<file path="src/logic/ufc_pkg.sv">
// constants for the serial port flag clear and data register block
`default_nettype none
package ufc_pkg;
  // register byte offsets
  localparam logic [7:0] OFF_STATUS = 8'h1C;
  localparam logic [7:0] OFF_FLAG_CLEAR = 8'h20;
  localparam logic [7:0] OFF_RX_CHAR = 8'h24;
  localparam logic [7:0] OFF_TX_CHAR = 8'h28;
  // status / clear bit positions
  localparam int BIT_WAKEUP = 20;
  localparam int BIT_ADDR_MATCH = 17;
  localparam int BIT_BLOCK_END = 12;
  localparam int BIT_RX_TIMEOUT = 11;
  localparam int BIT_CTS_CHANGE = 9;
  localparam int BIT_LIN_BREAK = 8;
  localparam int BIT_TX_EMPTY = 7;
  localparam int BIT_TX_COMPLETE = 6;
  localparam int BIT_RX_NOT_EMPTY = 5;
  localparam int BIT_IDLE = 4;
  localparam int BIT_OVERRUN = 3;
  localparam int BIT_NOISE = 2;
  localparam int BIT_FRAMING = 1;
  localparam int BIT_PARITY = 0;
  // clearable flags, full port and reduced port
  localparam logic [31:0] CLR_MASK_FULL = 32'h00121B5F;
  localparam logic [31:0] CLR_MASK_REDUCED = 32'h0002025F;
  // character field
  localparam int CHAR_W = 9;
  localparam int CHAR_TOP9 = 8;
  localparam int CHAR_TOP8 = 7;
  // reset values
  localparam logic [31:0] RST_FLAGS = 32'h00000000;
  localparam logic RST_TX_EMPTY = 1'b1;
  localparam logic RST_RX_NOT_EMPTY = 1'b0;
  localparam logic [8:0] RST_CHAR = 9'h000;
  // axi responses
  localparam logic [1:0] RESP_OKAY = 2'h0;
  localparam logic [1:0] RESP_SLVERR = 2'h2;
  // bus transaction states
  typedef enum logic [1:0] {
    UFC_BUS_IDLE = 2'b01,
    UFC_BUS_RESP = 2'b10
  } ufc_bus_state_t;
endpackage : ufc_pkg
`default_nettype wire

</file>
<file path="src/logic/ufc_top.sv">
// serial port status flag clear, receive data and transmit data registers
`timescale 1ns/1ps
`default_nettype none
// Function
// - writing 1 to clear bit 20 clears the wakeup flag
// - writing 1 to clear bit 17 clears the address match flag
// - writing 1 to clear bit 12 clears the block end flag
// - writing 1 to clear bit 11 clears the receiver timeout flag
// - writing 1 to clear bit 9 clears the clear-to-send change flag
// - writing 1 to clear bit 8 clears the LIN break flag
// - writing 1 to clear bit 6 clears the transmission complete flag
// - writing 1 to clear bit 4 clears the idle line flag
// - writing 1 to clear bit 3 clears the overrun flag
// - writing 1 to clear bit 2 clears the noise error flag
// - writing 1 to clear bit 1 clears the framing error flag
// - writing 1 to clear bit 0 clears the parity error flag
// - reduced port ignores wakeup, block end, timeout and LIN break clears
// - last received character reads in bits 8:0, upper bits zero
// - with parity on, received parity bit sits in bit 7 or 8
// - character to send comes from written bits 8:0, readable back
// - with parity on, written top bit is replaced by computed parity
// - reading receive data clears receive buffer not empty
// - writing transmit data clears transmit buffer empty
module ufc_top #(
  parameter int ADDR_W = 8,
  parameter bit FULL_FEATURE = 1'b1
) (
  input wire logic ref_clk,
  input wire logic rst,
  input wire logic [ADDR_W-1:0] s_axi_awaddr,
  input wire logic [2:0] s_axi_awprot,
  input wire logic s_axi_awvalid,
  output logic s_axi_awready,
  input wire logic [31:0] s_axi_wdata,
  input wire logic [3:0] s_axi_wstrb,
  input wire logic s_axi_wvalid,
  output logic s_axi_wready,
  output logic [1:0] s_axi_bresp,
  output logic s_axi_bvalid,
  input wire logic s_axi_bready,
  input wire logic [ADDR_W-1:0] s_axi_araddr,
  input wire logic [2:0] s_axi_arprot,
  input wire logic s_axi_arvalid,
  output logic s_axi_arready,
  output logic [31:0] s_axi_rdata,
  output logic [1:0] s_axi_rresp,
  output logic s_axi_rvalid,
  input wire logic s_axi_rready,
  input wire logic [31:0] flag_set,
  input wire logic parity_enable,
  input wire logic nine_bit_data,
  input wire logic parity_odd,
  input wire logic [8:0] rx_char,
  input wire logic rx_parity_bit,
  input wire logic rx_load,
  input wire logic tx_taken,
  output logic [31:0] status_flags,
  output logic transmit_buffer_empty,
  output logic receive_buffer_not_empty,
  output logic [8:0] tx_char
);

  // refuse address widths that cannot reach the map
  if (ADDR_W < 8 || ADDR_W > 32) begin : g_bad_addr_w
    $error("ufc_top: ADDR_W must be 8 to 32");
  end

  localparam logic [31:0] CLR_MASK = FULL_FEATURE ? ufc_pkg::CLR_MASK_FULL : ufc_pkg::CLR_MASK_REDUCED;

  // protection bits carry no meaning here
  logic unused_prot;
  assign unused_prot = ^{s_axi_awprot, s_axi_arprot};

  // write channel state
  ufc_pkg::ufc_bus_state_t wr_state_r, wr_state_nxt;
  logic aw_have_r, aw_have_nxt;
  logic w_have_r, w_have_nxt;
  logic [ADDR_W-1:0] waddr_r, waddr_nxt;
  logic [31:0] wdata_r, wdata_nxt;
  logic [3:0] wstrb_r, wstrb_nxt;
  logic [1:0] bresp_r, bresp_nxt;
  logic wr_fire;
  logic wr_hit_clear, wr_hit_tx, wr_hit_any;
  logic [31:0] wmask;
  logic [31:0] waddr_wide;

  // handshake readies straight from state
  assign s_axi_awready = (wr_state_r == ufc_pkg::UFC_BUS_IDLE) && !aw_have_r;
  assign s_axi_wready = (wr_state_r == ufc_pkg::UFC_BUS_IDLE) && !w_have_r;
  assign s_axi_bvalid = (wr_state_r == ufc_pkg::UFC_BUS_RESP);
  assign s_axi_bresp = bresp_r;

  // write decode on the held address and data
  assign wr_fire = (wr_state_r == ufc_pkg::UFC_BUS_IDLE) && aw_have_r && w_have_r;
  assign waddr_wide = 32'(waddr_r); // zero-extended so the upper-bit test also works at ADDR_W of 8
  assign wr_hit_any = (waddr_wide[31:8] == 24'h000000);
  assign wr_hit_clear = wr_hit_any && (waddr_r[7:0] == ufc_pkg::OFF_FLAG_CLEAR);
  assign wr_hit_tx = wr_hit_any && (waddr_r[7:0] == ufc_pkg::OFF_TX_CHAR);
  assign wmask = {{8{wstrb_r[3]}}, {8{wstrb_r[2]}}, {8{wstrb_r[1]}}, {8{wstrb_r[0]}}};

  // address and data are taken in either order, then one response
  always_comb begin
    wr_state_nxt = wr_state_r;
    aw_have_nxt = aw_have_r;
    w_have_nxt = w_have_r;
    waddr_nxt = waddr_r;
    wdata_nxt = wdata_r;
    wstrb_nxt = wstrb_r;
    bresp_nxt = bresp_r;
    case (wr_state_r)
      ufc_pkg::UFC_BUS_IDLE: begin
        if (s_axi_awvalid && s_axi_awready) begin
          aw_have_nxt = 1'b1;
          waddr_nxt = s_axi_awaddr;
        end
        if (s_axi_wvalid && s_axi_wready) begin
          w_have_nxt = 1'b1;
          wdata_nxt = s_axi_wdata;
          wstrb_nxt = s_axi_wstrb;
        end
        if (wr_fire) begin
          wr_state_nxt = ufc_pkg::UFC_BUS_RESP;
          aw_have_nxt = 1'b0;
          w_have_nxt = 1'b0;
          if (wr_hit_any && (waddr_r[7:0] == ufc_pkg::OFF_STATUS || wr_hit_clear ||
              waddr_r[7:0] == ufc_pkg::OFF_RX_CHAR || wr_hit_tx)) begin
            bresp_nxt = ufc_pkg::RESP_OKAY;
          end else begin
            bresp_nxt = ufc_pkg::RESP_SLVERR; // unmapped
          end
        end
      end
      ufc_pkg::UFC_BUS_RESP: begin
        if (s_axi_bready) begin
          wr_state_nxt = ufc_pkg::UFC_BUS_IDLE;
        end
      end
      default: begin
        wr_state_nxt = ufc_pkg::UFC_BUS_IDLE;
      end
    endcase
  end

  // write channel registers
  always_ff @(posedge ref_clk or posedge rst) begin
    if (rst) begin
      wr_state_r <= ufc_pkg::UFC_BUS_IDLE;
      aw_have_r <= 1'b0;
      w_have_r <= 1'b0;
      waddr_r <= '0;
      wdata_r <= 32'h00000000;
      wstrb_r <= 4'h0;
      bresp_r <= ufc_pkg::RESP_OKAY;
    end else begin
      wr_state_r <= wr_state_nxt;
      aw_have_r <= aw_have_nxt;
      w_have_r <= w_have_nxt;
      waddr_r <= waddr_nxt;
      wdata_r <= wdata_nxt;
      wstrb_r <= wstrb_nxt;
      bresp_r <= bresp_nxt;
    end
  end

  // read channel state
  ufc_pkg::ufc_bus_state_t rd_state_r, rd_state_nxt;
  logic [31:0] rdata_r, rdata_nxt;
  logic [1:0] rresp_r, rresp_nxt;
  logic rd_take;
  logic rd_in_map;
  logic rd_rx_char;
  logic [31:0] araddr_wide;

  // read handshake and address decode
  assign s_axi_arready = (rd_state_r == ufc_pkg::UFC_BUS_IDLE);
  assign s_axi_rvalid = (rd_state_r == ufc_pkg::UFC_BUS_RESP);
  assign s_axi_rdata = rdata_r;
  assign s_axi_rresp = rresp_r;
  assign rd_take = s_axi_arvalid && s_axi_arready;
  assign araddr_wide = 32'(s_axi_araddr); // zero-extended so the upper-bit test also works at ADDR_W of 8
  assign rd_in_map = (araddr_wide[31:8] == 24'h000000);
  assign rd_rx_char = rd_take && rd_in_map && (s_axi_araddr[7:0] == ufc_pkg::OFF_RX_CHAR);

  // core state read back by the bus
  logic [31:0] flag_r, flag_nxt;
  logic tbe_r, tbe_nxt;
  logic receive_buffer_not_empty_r, receive_buffer_not_empty_nxt;
  logic [8:0] rx_hold_r, rx_hold_nxt;
  logic [8:0] tx_hold_r, tx_hold_nxt;
  logic [8:0] tx_char_r, tx_char_nxt;
  logic [31:0] status_view;

  // status word with the buffer flags merged in
  always_comb begin
    status_view = flag_r;
    status_view[ufc_pkg::BIT_TX_EMPTY] = tbe_r;
    status_view[ufc_pkg::BIT_RX_NOT_EMPTY] = receive_buffer_not_empty_r;
  end

  // read mux sampled at the address handshake
  always_comb begin
    rd_state_nxt = rd_state_r;
    rdata_nxt = rdata_r;
    rresp_nxt = rresp_r;
    case (rd_state_r)
      ufc_pkg::UFC_BUS_IDLE: begin
        if (rd_take) begin
          rd_state_nxt = ufc_pkg::UFC_BUS_RESP;
          rresp_nxt = ufc_pkg::RESP_OKAY;
          rdata_nxt = 32'h00000000;
          if (!rd_in_map) begin
            rresp_nxt = ufc_pkg::RESP_SLVERR;
          end else begin
            case (s_axi_araddr[7:0])
              ufc_pkg::OFF_STATUS: rdata_nxt = status_view;
              ufc_pkg::OFF_FLAG_CLEAR: rdata_nxt = 32'h00000000;
              ufc_pkg::OFF_RX_CHAR: rdata_nxt = {23'h000000, rx_hold_r};
              ufc_pkg::OFF_TX_CHAR: rdata_nxt = {23'h000000, tx_hold_r};
              default: rresp_nxt = ufc_pkg::RESP_SLVERR;
            endcase
          end
        end
      end
      ufc_pkg::UFC_BUS_RESP: begin
        if (s_axi_rready) begin
          rd_state_nxt = ufc_pkg::UFC_BUS_IDLE;
        end
      end
      default: begin
        rd_state_nxt = ufc_pkg::UFC_BUS_IDLE;
      end
    endcase
  end

  // read channel registers
  always_ff @(posedge ref_clk or posedge rst) begin
    if (rst) begin
      rd_state_r <= ufc_pkg::UFC_BUS_IDLE;
      rdata_r <= 32'h00000000;
      rresp_r <= ufc_pkg::RESP_OKAY;
    end else begin
      rd_state_r <= rd_state_nxt;
      rdata_r <= rdata_nxt;
      rresp_r <= rresp_nxt;
    end
  end

  // status flags
  logic [31:0] clr_vec;
  logic [31:0] set_vec;

  // write-one-to-clear, only on byte lanes that were strobed
  assign clr_vec = (wr_fire && wr_hit_clear) ? (wdata_r & wmask & CLR_MASK) : 32'h00000000;

  // overrun also raised when a character lands on an unread one
  always_comb begin
    set_vec = flag_set & CLR_MASK;
    set_vec[ufc_pkg::BIT_OVERRUN] = flag_set[ufc_pkg::BIT_OVERRUN] | (rx_load & receive_buffer_not_empty_r);
  end

  // one flag per bit; a set in the clearing cycle wins
  for (genvar i = 0; i < 32; i++) begin : g_flag
    always_comb begin
      flag_nxt[i] = set_vec[i] | (flag_r[i] & ~clr_vec[i]);
    end
  end

  // data registers
  logic tx_write;
  logic [8:0] rx_pack;
  logic tx_par;

  assign tx_write = wr_fire && wr_hit_tx;

  // received character with parity placed in the top data bit
  always_comb begin
    rx_pack = rx_char;
    if (!nine_bit_data) begin
      rx_pack[ufc_pkg::CHAR_TOP9] = 1'b0;
    end
    if (parity_enable) begin
      if (nine_bit_data) begin
        rx_pack[ufc_pkg::CHAR_TOP9] = rx_parity_bit;
      end else begin
        rx_pack[ufc_pkg::CHAR_TOP8] = rx_parity_bit;
      end
    end
  end

  // parity over the data bits below the top bit
  always_comb begin
    if (nine_bit_data) begin
      tx_par = (^tx_hold_r[7:0]) ^ parity_odd;
    end else begin
      tx_par = (^tx_hold_r[6:0]) ^ parity_odd;
    end
  end

  // buffer flags, held characters and outgoing character
  always_comb begin
    receive_buffer_not_empty_nxt = rx_load | (receive_buffer_not_empty_r & ~rd_rx_char);
    tbe_nxt = tx_taken | (tbe_r & ~tx_write);
    rx_hold_nxt = rx_load ? rx_pack : rx_hold_r;
    tx_hold_nxt = tx_hold_r;
    if (tx_write) begin
      if (wstrb_r[0]) begin
        tx_hold_nxt[7:0] = wdata_r[7:0];
      end
      if (wstrb_r[1]) begin
        tx_hold_nxt[8] = wdata_r[8];
      end
    end
    tx_char_nxt = tx_hold_r;
    if (!nine_bit_data) begin
      tx_char_nxt[ufc_pkg::CHAR_TOP9] = 1'b0;
    end
    if (parity_enable) begin
      if (nine_bit_data) begin
        tx_char_nxt[ufc_pkg::CHAR_TOP9] = tx_par;
      end else begin
        tx_char_nxt[ufc_pkg::CHAR_TOP8] = tx_par;
      end
    end
  end

  // core registers
  always_ff @(posedge ref_clk or posedge rst) begin
    if (rst) begin
      flag_r <= ufc_pkg::RST_FLAGS;
      tbe_r <= ufc_pkg::RST_TX_EMPTY;
      receive_buffer_not_empty_r <= ufc_pkg::RST_RX_NOT_EMPTY;
      rx_hold_r <= ufc_pkg::RST_CHAR;
      tx_hold_r <= ufc_pkg::RST_CHAR;
      tx_char_r <= ufc_pkg::RST_CHAR;
    end else begin
      flag_r <= flag_nxt;
      tbe_r <= tbe_nxt;
      receive_buffer_not_empty_r <= receive_buffer_not_empty_nxt;
      rx_hold_r <= rx_hold_nxt;
      tx_hold_r <= tx_hold_nxt;
      tx_char_r <= tx_char_nxt;
    end
  end

  // outputs to the framing logic
  assign status_flags = status_view;
  assign transmit_buffer_empty = tbe_r;
  assign receive_buffer_not_empty = receive_buffer_not_empty_r;
  assign tx_char = tx_char_r;

endmodule : ufc_top
`default_nettype wire

</file>
<file path="config.mk">
export PLATFORM = sky130hd
export DESIGN_NAME = ufc_top
export DESIGN_NICKNAME = d
export VERILOG_FILES = /design/src/logic/ufc_pkg.sv /design/src/logic/ufc_top.sv
export SDC_FILE = /design/constraint.sdc
export NUM_CORES = 1
export LEC_CHECK = 0
export BUFFER_PORTS_ARGS = -buffer_cell sky130_fd_sc_hd__buf_2
export CAP_MARGIN = 20
export CORE_MARGIN = 2
export CORE_UTILIZATION = 45
export CTS_BUF_LIST = sky130_fd_sc_hd__clkbuf_4
export CTS_CLUSTER_DIAMETER = 200
export DETAILED_ROUTE_END_ITERATION = 6
export MAX_ROUTING_LAYER = met4
export PLACE_DENSITY_LB_ADDON = 0.25
export SYNTH_ARGS = -nofsm -noshare
export SYNTH_HDL_FRONTEND = slang
export SYNTH_SLANG_ARGS = --single-unit
</file>
<file path="constraint.sdc">
create_clock -name ref_clk -period 3.4 [get_ports ref_clk]
set_input_delay 0.17 -clock ref_clk [delete_from_list [all_inputs] [get_ports ref_clk]]
set_output_delay 0.17 -clock ref_clk [all_outputs]
set_load 0.01 [all_outputs]
</file>
Yosys cells after proc, flatten, opt, wreduce, memory -nomap -nowiden

Cells that the tools add are included.

Register bits: 135
Output and inout port bits: 84
Word-level logic and storage cells: 173

Equal/unequal tests: 16
Mux-type cells: 23
Bitwise operators: 87
Reductions and logical operators: 30

Operators with widths:

| cell               | count |
|---|---|
| $pmux 32 s3        | 1 |
| $eq 8x6->1 const B | 6 |
| $and 1x1->1        | 35 |
| $not 1->1          | 23 |
| $and 21x21->21     | 1 |
| $mux 21            | 1 |
| $reduce_and 2->1   | 10 |
| $eq 8x5->1 const B | 2 |
| $mux 2             | 8 |
| $or 1x1->1         | 15 |
| $mux 1             | 11 |
| $not 1->1 const A  | 11 |
| $logic_and 1x1->1  | 10 |
| $pmux 2 s2         | 2 |
| $reduce_xor 8->1   | 1 |
| $reduce_xor 7->1   | 1 |
| $ne 2x1->1 const B | 3 |
| $eq 2x1->1 const B | 2 |
| $eq 2x2->1 const B | 2 |
| $reduce_bool 2->1  | 2 |
| $reduce_or 4->1    | 1 |
| $logic_or 1x1->1   | 3 |
| $logic_not 1->1    | 2 |
| $ne 2x2->1 const B | 1 |
| $xor 1x1->1        | 2 |

Depth between registers and ports, before layout

Gate-level depths: netlist of the first run.

Word-level depth: 8
Gate-level depth with buffers: 6
Depth with buffers taken out: 5

Worst setup path after synthesis of the first run

No wires, ideal clock.

Path type: reg-to-reg
Start point: register waddr_r[7]
End point: register tx_hold_r[0]
Library setup time: 0.125 ns
Data arrival time: 1.835 ns
Data required time: 3.275 ns
Path slack: 1.441 ns
Stages on the path, launching flop included: 6
Buffers on the path: 1
Clock period less this slack: 1.959 ns
Cells stage by stage: dfrtp_1 or4_4 nor4_4 and3_2 buf_4 mux2_2

Word-level cells in the longest chain between the ends: 3

RTL lines:

| what                              | RTL line       | text |
|---|---|---|
| start, declared                   | ufc_top.sv:78  | `logic [ADDR_W-1:0] waddr_r, waddr_nxt;` |
| start signal, assigned            | ufc_top.sv:158 | `waddr_r <= waddr_nxt;` |
| $eq 8x6->1                        | ufc_top.sv:98  | `assign wr_hit_tx = wr_hit_any && (waddr_r[7:0] == ufc_pkg::OFF_TX_CHAR);` |
| $logic_and 1x1->1                 | ufc_top.sv:273 | `assign tx_write = wr_fire && wr_hit_tx;` |
| $reduce_and 2->1 (no source line) | n/a            |  |
| end signal, assigned              | ufc_top.sv:333 | `tx_hold_r <= ufc_pkg::RST_CHAR;` |
| end signal, assigned              | ufc_top.sv:340 | `tx_hold_r <= tx_hold_nxt;` |
| end, declared                     | ufc_top.sv:189 | `logic [8:0] tx_hold_r, tx_hold_nxt;` |

No other way between the ends.
A chain may end at the register's enable or synchronous reset.

Final worst setup path of the first run

Start point: register waddr_r[7]
End point: register flag_r[3]

Word-level cells in the longest chain between the ends: 6

RTL lines:

| what                  | RTL line       | text |
|---|---|---|
| $eq 8x6->1            | ufc_top.sv:97  | `assign wr_hit_clear = wr_hit_any && (waddr_r[7:0] == ufc_pkg::OFF_FLAG_CLEAR);` |
| $logic_and 1x1->1     | ufc_top.sv:253 | `assign clr_vec = (wr_fire && wr_hit_clear) ? (wdata_r & wmask & CLR_MASK) : 32'h00000000;` |
| $mux 21               | ufc_top.sv:253 |  |
| $not 1->1             | ufc_top.sv:264 | `flag_nxt[i] = set_vec[i] \| (flag_r[i] & ~clr_vec[i]);` |
| $and 1x1->1           | ufc_top.sv:264 |  |
| $or 1x1->1            | ufc_top.sv:264 |  |
| named net flag_nxt[3] | ufc_top.sv:185 | `logic [31:0] flag_r, flag_nxt;` |
| end signal, assigned  | ufc_top.sv:329 | `flag_r <= ufc_pkg::RST_FLAGS;` |
| end signal, assigned  | ufc_top.sv:336 | `flag_r <= flag_nxt;` |
| end, declared         | ufc_top.sv:185 |  |

The timed path passes the listed nets, and every way through them passes these cells.

==> results of run 1 <==
routing by layer:
metal  vias to the layer above  routed length, um  GRT usage  part of all wire
met2                       117               4550      0.348              0.53
met5                         -                  0          -                 0
met4                         0                185     0.0798             0.021
met3                        15                530     0.0282             0.061
met1                      1387               3380      0.238              0.39
li1                       1324                  -          -                 -
critical path: stages, from the launching register on:
cell and delay (ns):
dfrtp_1 0.40, or4_4 0.56, nor4_4 0.31, and3b_1 0.36, nand2_1 0.12, a221o_1 0.32
path summary, 6_finish.rpt:
path	startpoint	end	slack, ns	cells after the start
worst min register to register	tx_hold_r[0]	tx_char[0]	0.46	0
worst max register to register	waddr_r[7]	flag_r[3]	1.21	5
worst max-delay path	waddr_r[7]	flag_r[3]	1.21	5
worst min-delay path	nine_bit_data	rx_hold_r[8]	0.03	3
max in group asynchronous	rst	rd_state_r[0]	2.08	4
min in group asynchronous	rst	waddr_r[1]	0.46	3
where the power goes:
part | leakage (nW) | internal [mW] | switching (mW)
registers | 1.06 | 1.27 | 0.159
logic | 1.22 | 0.344 | 0.279
clock network | 0.0647 | 0.171 | 0.321
area by class of cell:
class | count | area [um2]
clock inverters | 4 | 21.3
well taps | 105 | 131
inverters | 7 | 27.5
multi-input cells | 200 | 1400
repair buffers | 163 | 1060
flip-flops and latches | 88 | 2210
clock buffers | 12 | 90.1
fillers | 675 | 3320
logic make-up (layout without fill, tap and decap cells):
| kind of cell | after synthesis | in the layout | synth area share |
|---|---|---|---|
| flip-flops | 88 | 88 | 0.575 |
| AND/OR/NAND/NOR | 61 | 61 | 0.0880 |
| buffers and inverters | 57 | 186 | 0.0972 |
| AO/OA/AOI/OAI | 51 | 51 | 0.0975 |
| multiplexers | 43 | 43 | 0.126 |
| XOR/XNOR | 7 | 7 | 0.0160 |
| other | 1 | 38 | 0.000977 |
state kept, by name, summed over array words and instances (netlist names):
register and flops:
transmit_buffer_empty 1, receive_buffer_not_empty 1, w_have_r 1, rx_hold_r 9, waddr_r 8, tx_hold_r 9, rd_state_r 2, flag_r 12
tx_char 9, wstrb_r 3, s_axi_rresp 1, s_axi_bresp 1, aw_have_r 1, wr_state_r 2, s_axi_rdata 14, wdata_r 14
placed cells by master, fill, tap and decap left out, drive strengths merged, types with 9 or more instances in the layout:
cell type	count
buf	115
dfrtp	85
dlygate4sd3	48
mux2	41
conb	38
nand2	23
a21o	14
o21ai	13
clkbuf	12
a222oi	9
through the flow:
stage,util,instances
2_1_floorplan,-,345
3_3_place_gp,0.526,515
3_5_place_dp,0.526,515
4_1_cts,0.598,579
5_1_grt,0.598,579
6_report,0.598,579
repair_timing:
action,4_1_cts,5_1_grt
hold buffers,48,0
hold endpoints to repair,99,0
setup buffers,0,0
==> results.yml, run 1 <==
finish:
  synthToLayoutAreaGrowth_pct: 28.7
  fin_area_um2: 4940
  diodes: 0
  drive_gt1_frac: 0.376
  fin_nets: 581
synth:
  synth_largest_area_cell: "dfrtp_1"
  syn_inst: 308
  ys_types: 36
  synthArstFlopShare: 1.00
  syn_area_um2: 3840
  synth_edf_count: 0
  synth_most_common_cell: "dfrtp_1"
  yosysWarningCount: 0
  yosys-top-cells-count: "dfrtp_1, buf_4, mux2_2, nand2_1, a21o_1"
  synth-seq-cells: 88
  synth_area_leaders: "dfrtp_1, mux2_2, buf_4, a21o_1, a222oi_1"
  synth_top_area_share: 0.554
  avgSynthCellArea_um2: 12.5
  yosysSeqAreaShare: 0.575
  synth_ff_type: "dfrtp_1"
cts:
  insertion_delay_ns: 0.41
  clk_pin_slew_ns: 0.13
  ctsResizeCount: 0
  clock-sinks: 88
  cts_tree: "built"
  clock-root-buffer: "clkbuf_4"
  cts_made_buffers: 9
  htreeDepth: 3
  clock_path_buffers: 2
grt:
  antenna_found_initial: 0
  grt_pass1_vias: 2729
  grt-ovfl-total: 0
  grt_usage: 0.201
  grt_pass1_wl_mm: 13.4
  grt_max_degree: 55
routing:
  wirelength_mm: 8.64
  via_per_inst: 4.91
  drt_iter0_markers: 101
  avgRoutedWirePerCell_um: 14.9
  antenna_left: 0
  vias: 2843
  first_pass_iters: 4
  drcViolationCount: 0
place:
  place_hpwl_mm: 6.02
  port-buffer-count: 112
  place_ws_ns: 1.22
  placed_area_um2: 4350
  routabilityCongestion: 0.810
sta:
  rsz0062_at_grt: "false"
  max_freq_ghz: 0.458
  fin_crit_ns: 2.19
  clock_skew_ns: 0.00917
  max_slew_margin: 0.387
  setup_violations: 0
  hold-worst-slack_ns: 0.0335
  worst_slew_pin_slew_ns: 0.918
  setup_tns_ns: 0
  finalMaxSlewViolations: 0
  fin_ws_ns: 1.21
  min_period_over_period: 0.643
  hold_viol_final: 0
run:
  cap_violations: 0
setup_path:
  path_class: "reg -> reg"
  start_kind: "flip-flop"
  crit_path_max_fanout: 6
  end_kind: "flip-flop"
  arrival_ns: 2.49
  required_ns: 3.71
floorplanning:
  die_area_um2: 9280
  die_h_um: 96.3
  boundaryPins: 196
  fp.coreArea_um2: 8260
  initial_core_util: 0.465
  die_x_um: 96.3
  rows: 33
pwr:
  power_density_nw_per_um2: 516
  leakagePower_nw: 2.35
  ir_drop_mv: 0.386
  power_mw: 2.55
hold_path:
  hold_class: "in -> reg"
status:
  status: "finished clean"
No activity file was read; power rests on OpenSTA's default activity.
==> run 2, diff against run 1 <==
- clock period: 3.4 -> 2.1 ns (I/O delays scaled with it)
==> results.yml, run 2 (synthesis results as in run 1) <==
status:
  status: "finished clean"
sta:
  max_freq_ghz: 0.509
  fin_crit_ns: 1.96
  min_period_over_period: 0.935
  clock_skew_ns: 0.0120
  worst_slew_pin_slew_ns: 0.847
  hold_viol_final: 0
  setup_tns_ns: 0
  max_slew_margin: 0.430
  finalMaxSlewViolations: 0
  setup_violations: 0
  rsz0062_at_grt: "false"
place:
  port-buffer-count: 112
  post-place-cells: 522
  routabilityCongestion: 0.784
  place_hpwl_mm: 6.11
finish:
  final_cell_mix: "buf_2, dfrtp_1, dlygate4sd3_1, mux2_2, conb_1"
  final_common_cell: "buf_2"
  diodes: 0
  fin_nets: 593
  multi_input_area_um2: 1400
  drive_gt1_frac: 0.381
  regArea_um2: 2210
  fin_cells: 591
  fill_cells: 708
  synthToLayoutAreaGrowth_pct: 32.8
setup_path:
  path_cells: "or4_4 > nor4_4 > and3_2 > mux2_2"
  critPathSlowestCell: "or4_4"
  start_kind: "flip-flop"
  path_class: "reg -> reg"
  arrival_ns: 2.28
  cp_slowest_stage_delay_ns: 0.56
  end_kind: "flip-flop"
  crit_path_max_fanout: 8
  required_ns: 2.42
floorplanning:
  fp.coreArea_um2: 8260
  die_area_um2: 9280
  initial_core_util: 0.465
  die_h_um: 96.3
  rows: 33
  die_x_um: 96.3
  boundaryPins: 196
run:
  cap_violations: 0
cts:
  insertion_delay_ns: 0.42
  cts_made_buffers: 9
  clock_path_buffers: 2
  htreeDepth: 3
  ctsResizeCount: 0
  clock-sinks: 88
  clock-root-buffer: "clkbuf_4"
  cts_tree: "built"
  clk_pin_slew_ns: 0.14
  cts_setup_buffers: 0
hold_path:
  hold_class: "in -> reg"
pwr:
  power_density_nw_per_um2: 845
  ir_drop_mv: 0.586
  leakagePower_nw: 2.42
grt:
  grt_pass1_vias: 2744
  grt-ovfl-total: 0
  antenna_found_initial: 0
  grt_max_degree: 34
  grt_usage: 0.202
  grt_pass1_wl_mm: 13.5
routing:
  antenna_left: 0
  drt_iter0_markers: 156
  drcViolationCount: 0
  wirelength_mm: 8.69
  vias: 2842
  avgRoutedWirePerCell_um: 14.7
  first_pass_iters: 4
  via_per_inst: 4.81
==> run 2: per-stage QoR <==
stage / cell area (um2) / hold WS (ns) / setup slack (ns) / util / power, mW
2_1_floorplan: 3980 / 0.197 / 0.141 / - / 3.04
3_3_place_gp: 4430 / 0.213 / 0.0844 / 0.536 / 3.28
3_5_place_dp: 4430 / 0.218 / 0.0722 / 0.536 / 3.33
4_1_cts: 5080 / 0.00135 / 0.0437 / 0.616 / 4.33
5_1_grt: 5090 / 0.0505 / 0.00571 / 0.617 / 4.57
6_report: 5090 / 0.0662 / 0.137 / 0.617 / 4.31
==> run 2: worst max-delay path: cells and delay by family, from the launching register on <==
| kind | cells | cell delay [ns] |
|---|---|---|
| DFF | 1 | 0.41 |
| muxes | 1 | 0.36 |
| and+or+nand+nor | 3 | 1.09 |
==> run 2: report_power, final <==
group | switching (mW) | internal, mW
Combinational | 0.454 | 0.592
Sequential | 0.255 | 2.06
Clock | 0.580 | 0.363
Total | 1.29 | 3.02
==> run 2: final timing paths <==
kind	startpoint	endpoint	slack [ns]	cells past startpoint
max in group asynchronous	rst	transmit_buffer_empty	1.17	4
hold reg to reg	tx_hold_r[6]	tx_char[6]	0.48	0
setup / recovery	waddr_r[7]	tx_hold_r[6]	0.14	4
hold / removal	rx_load	rx_hold_r[7]	0.07	2
setup reg to reg	waddr_r[7]	tx_hold_r[6]	0.14	4
min in group asynchronous	rst	s_axi_rdata[17]	0.29	3
==> run 2: final cells by class <==
type | instances | share of cell area
clock buffers | 9 | 0.0133
clock inverters | 7 | 0.0140
inverters | 7 | 0.00589
multi-input cells | 200 | 0.274
flip-flops and latches | 88 | 0.433
well taps | 105 | 0.0258
repair buffers | 175 | 0.234
==> run 2: repair_timing <==
item                       4_1_cts  5_1_grt
hold endpoints to repair        76        1
setup endpoints to repair        0       11
hold buffers                    52        1
==> run 2: routing by layer <==
layer  GRT usage  up-vias  part of all wire  routed length [um]
met1       0.263     1348              0.42                3670
met4      0.0998        0             0.032                 274
li1            -     1353                 -                   -
met5           -        -                 0                   0
met2       0.311      118              0.48                4210
met3      0.0305       23             0.063                 545
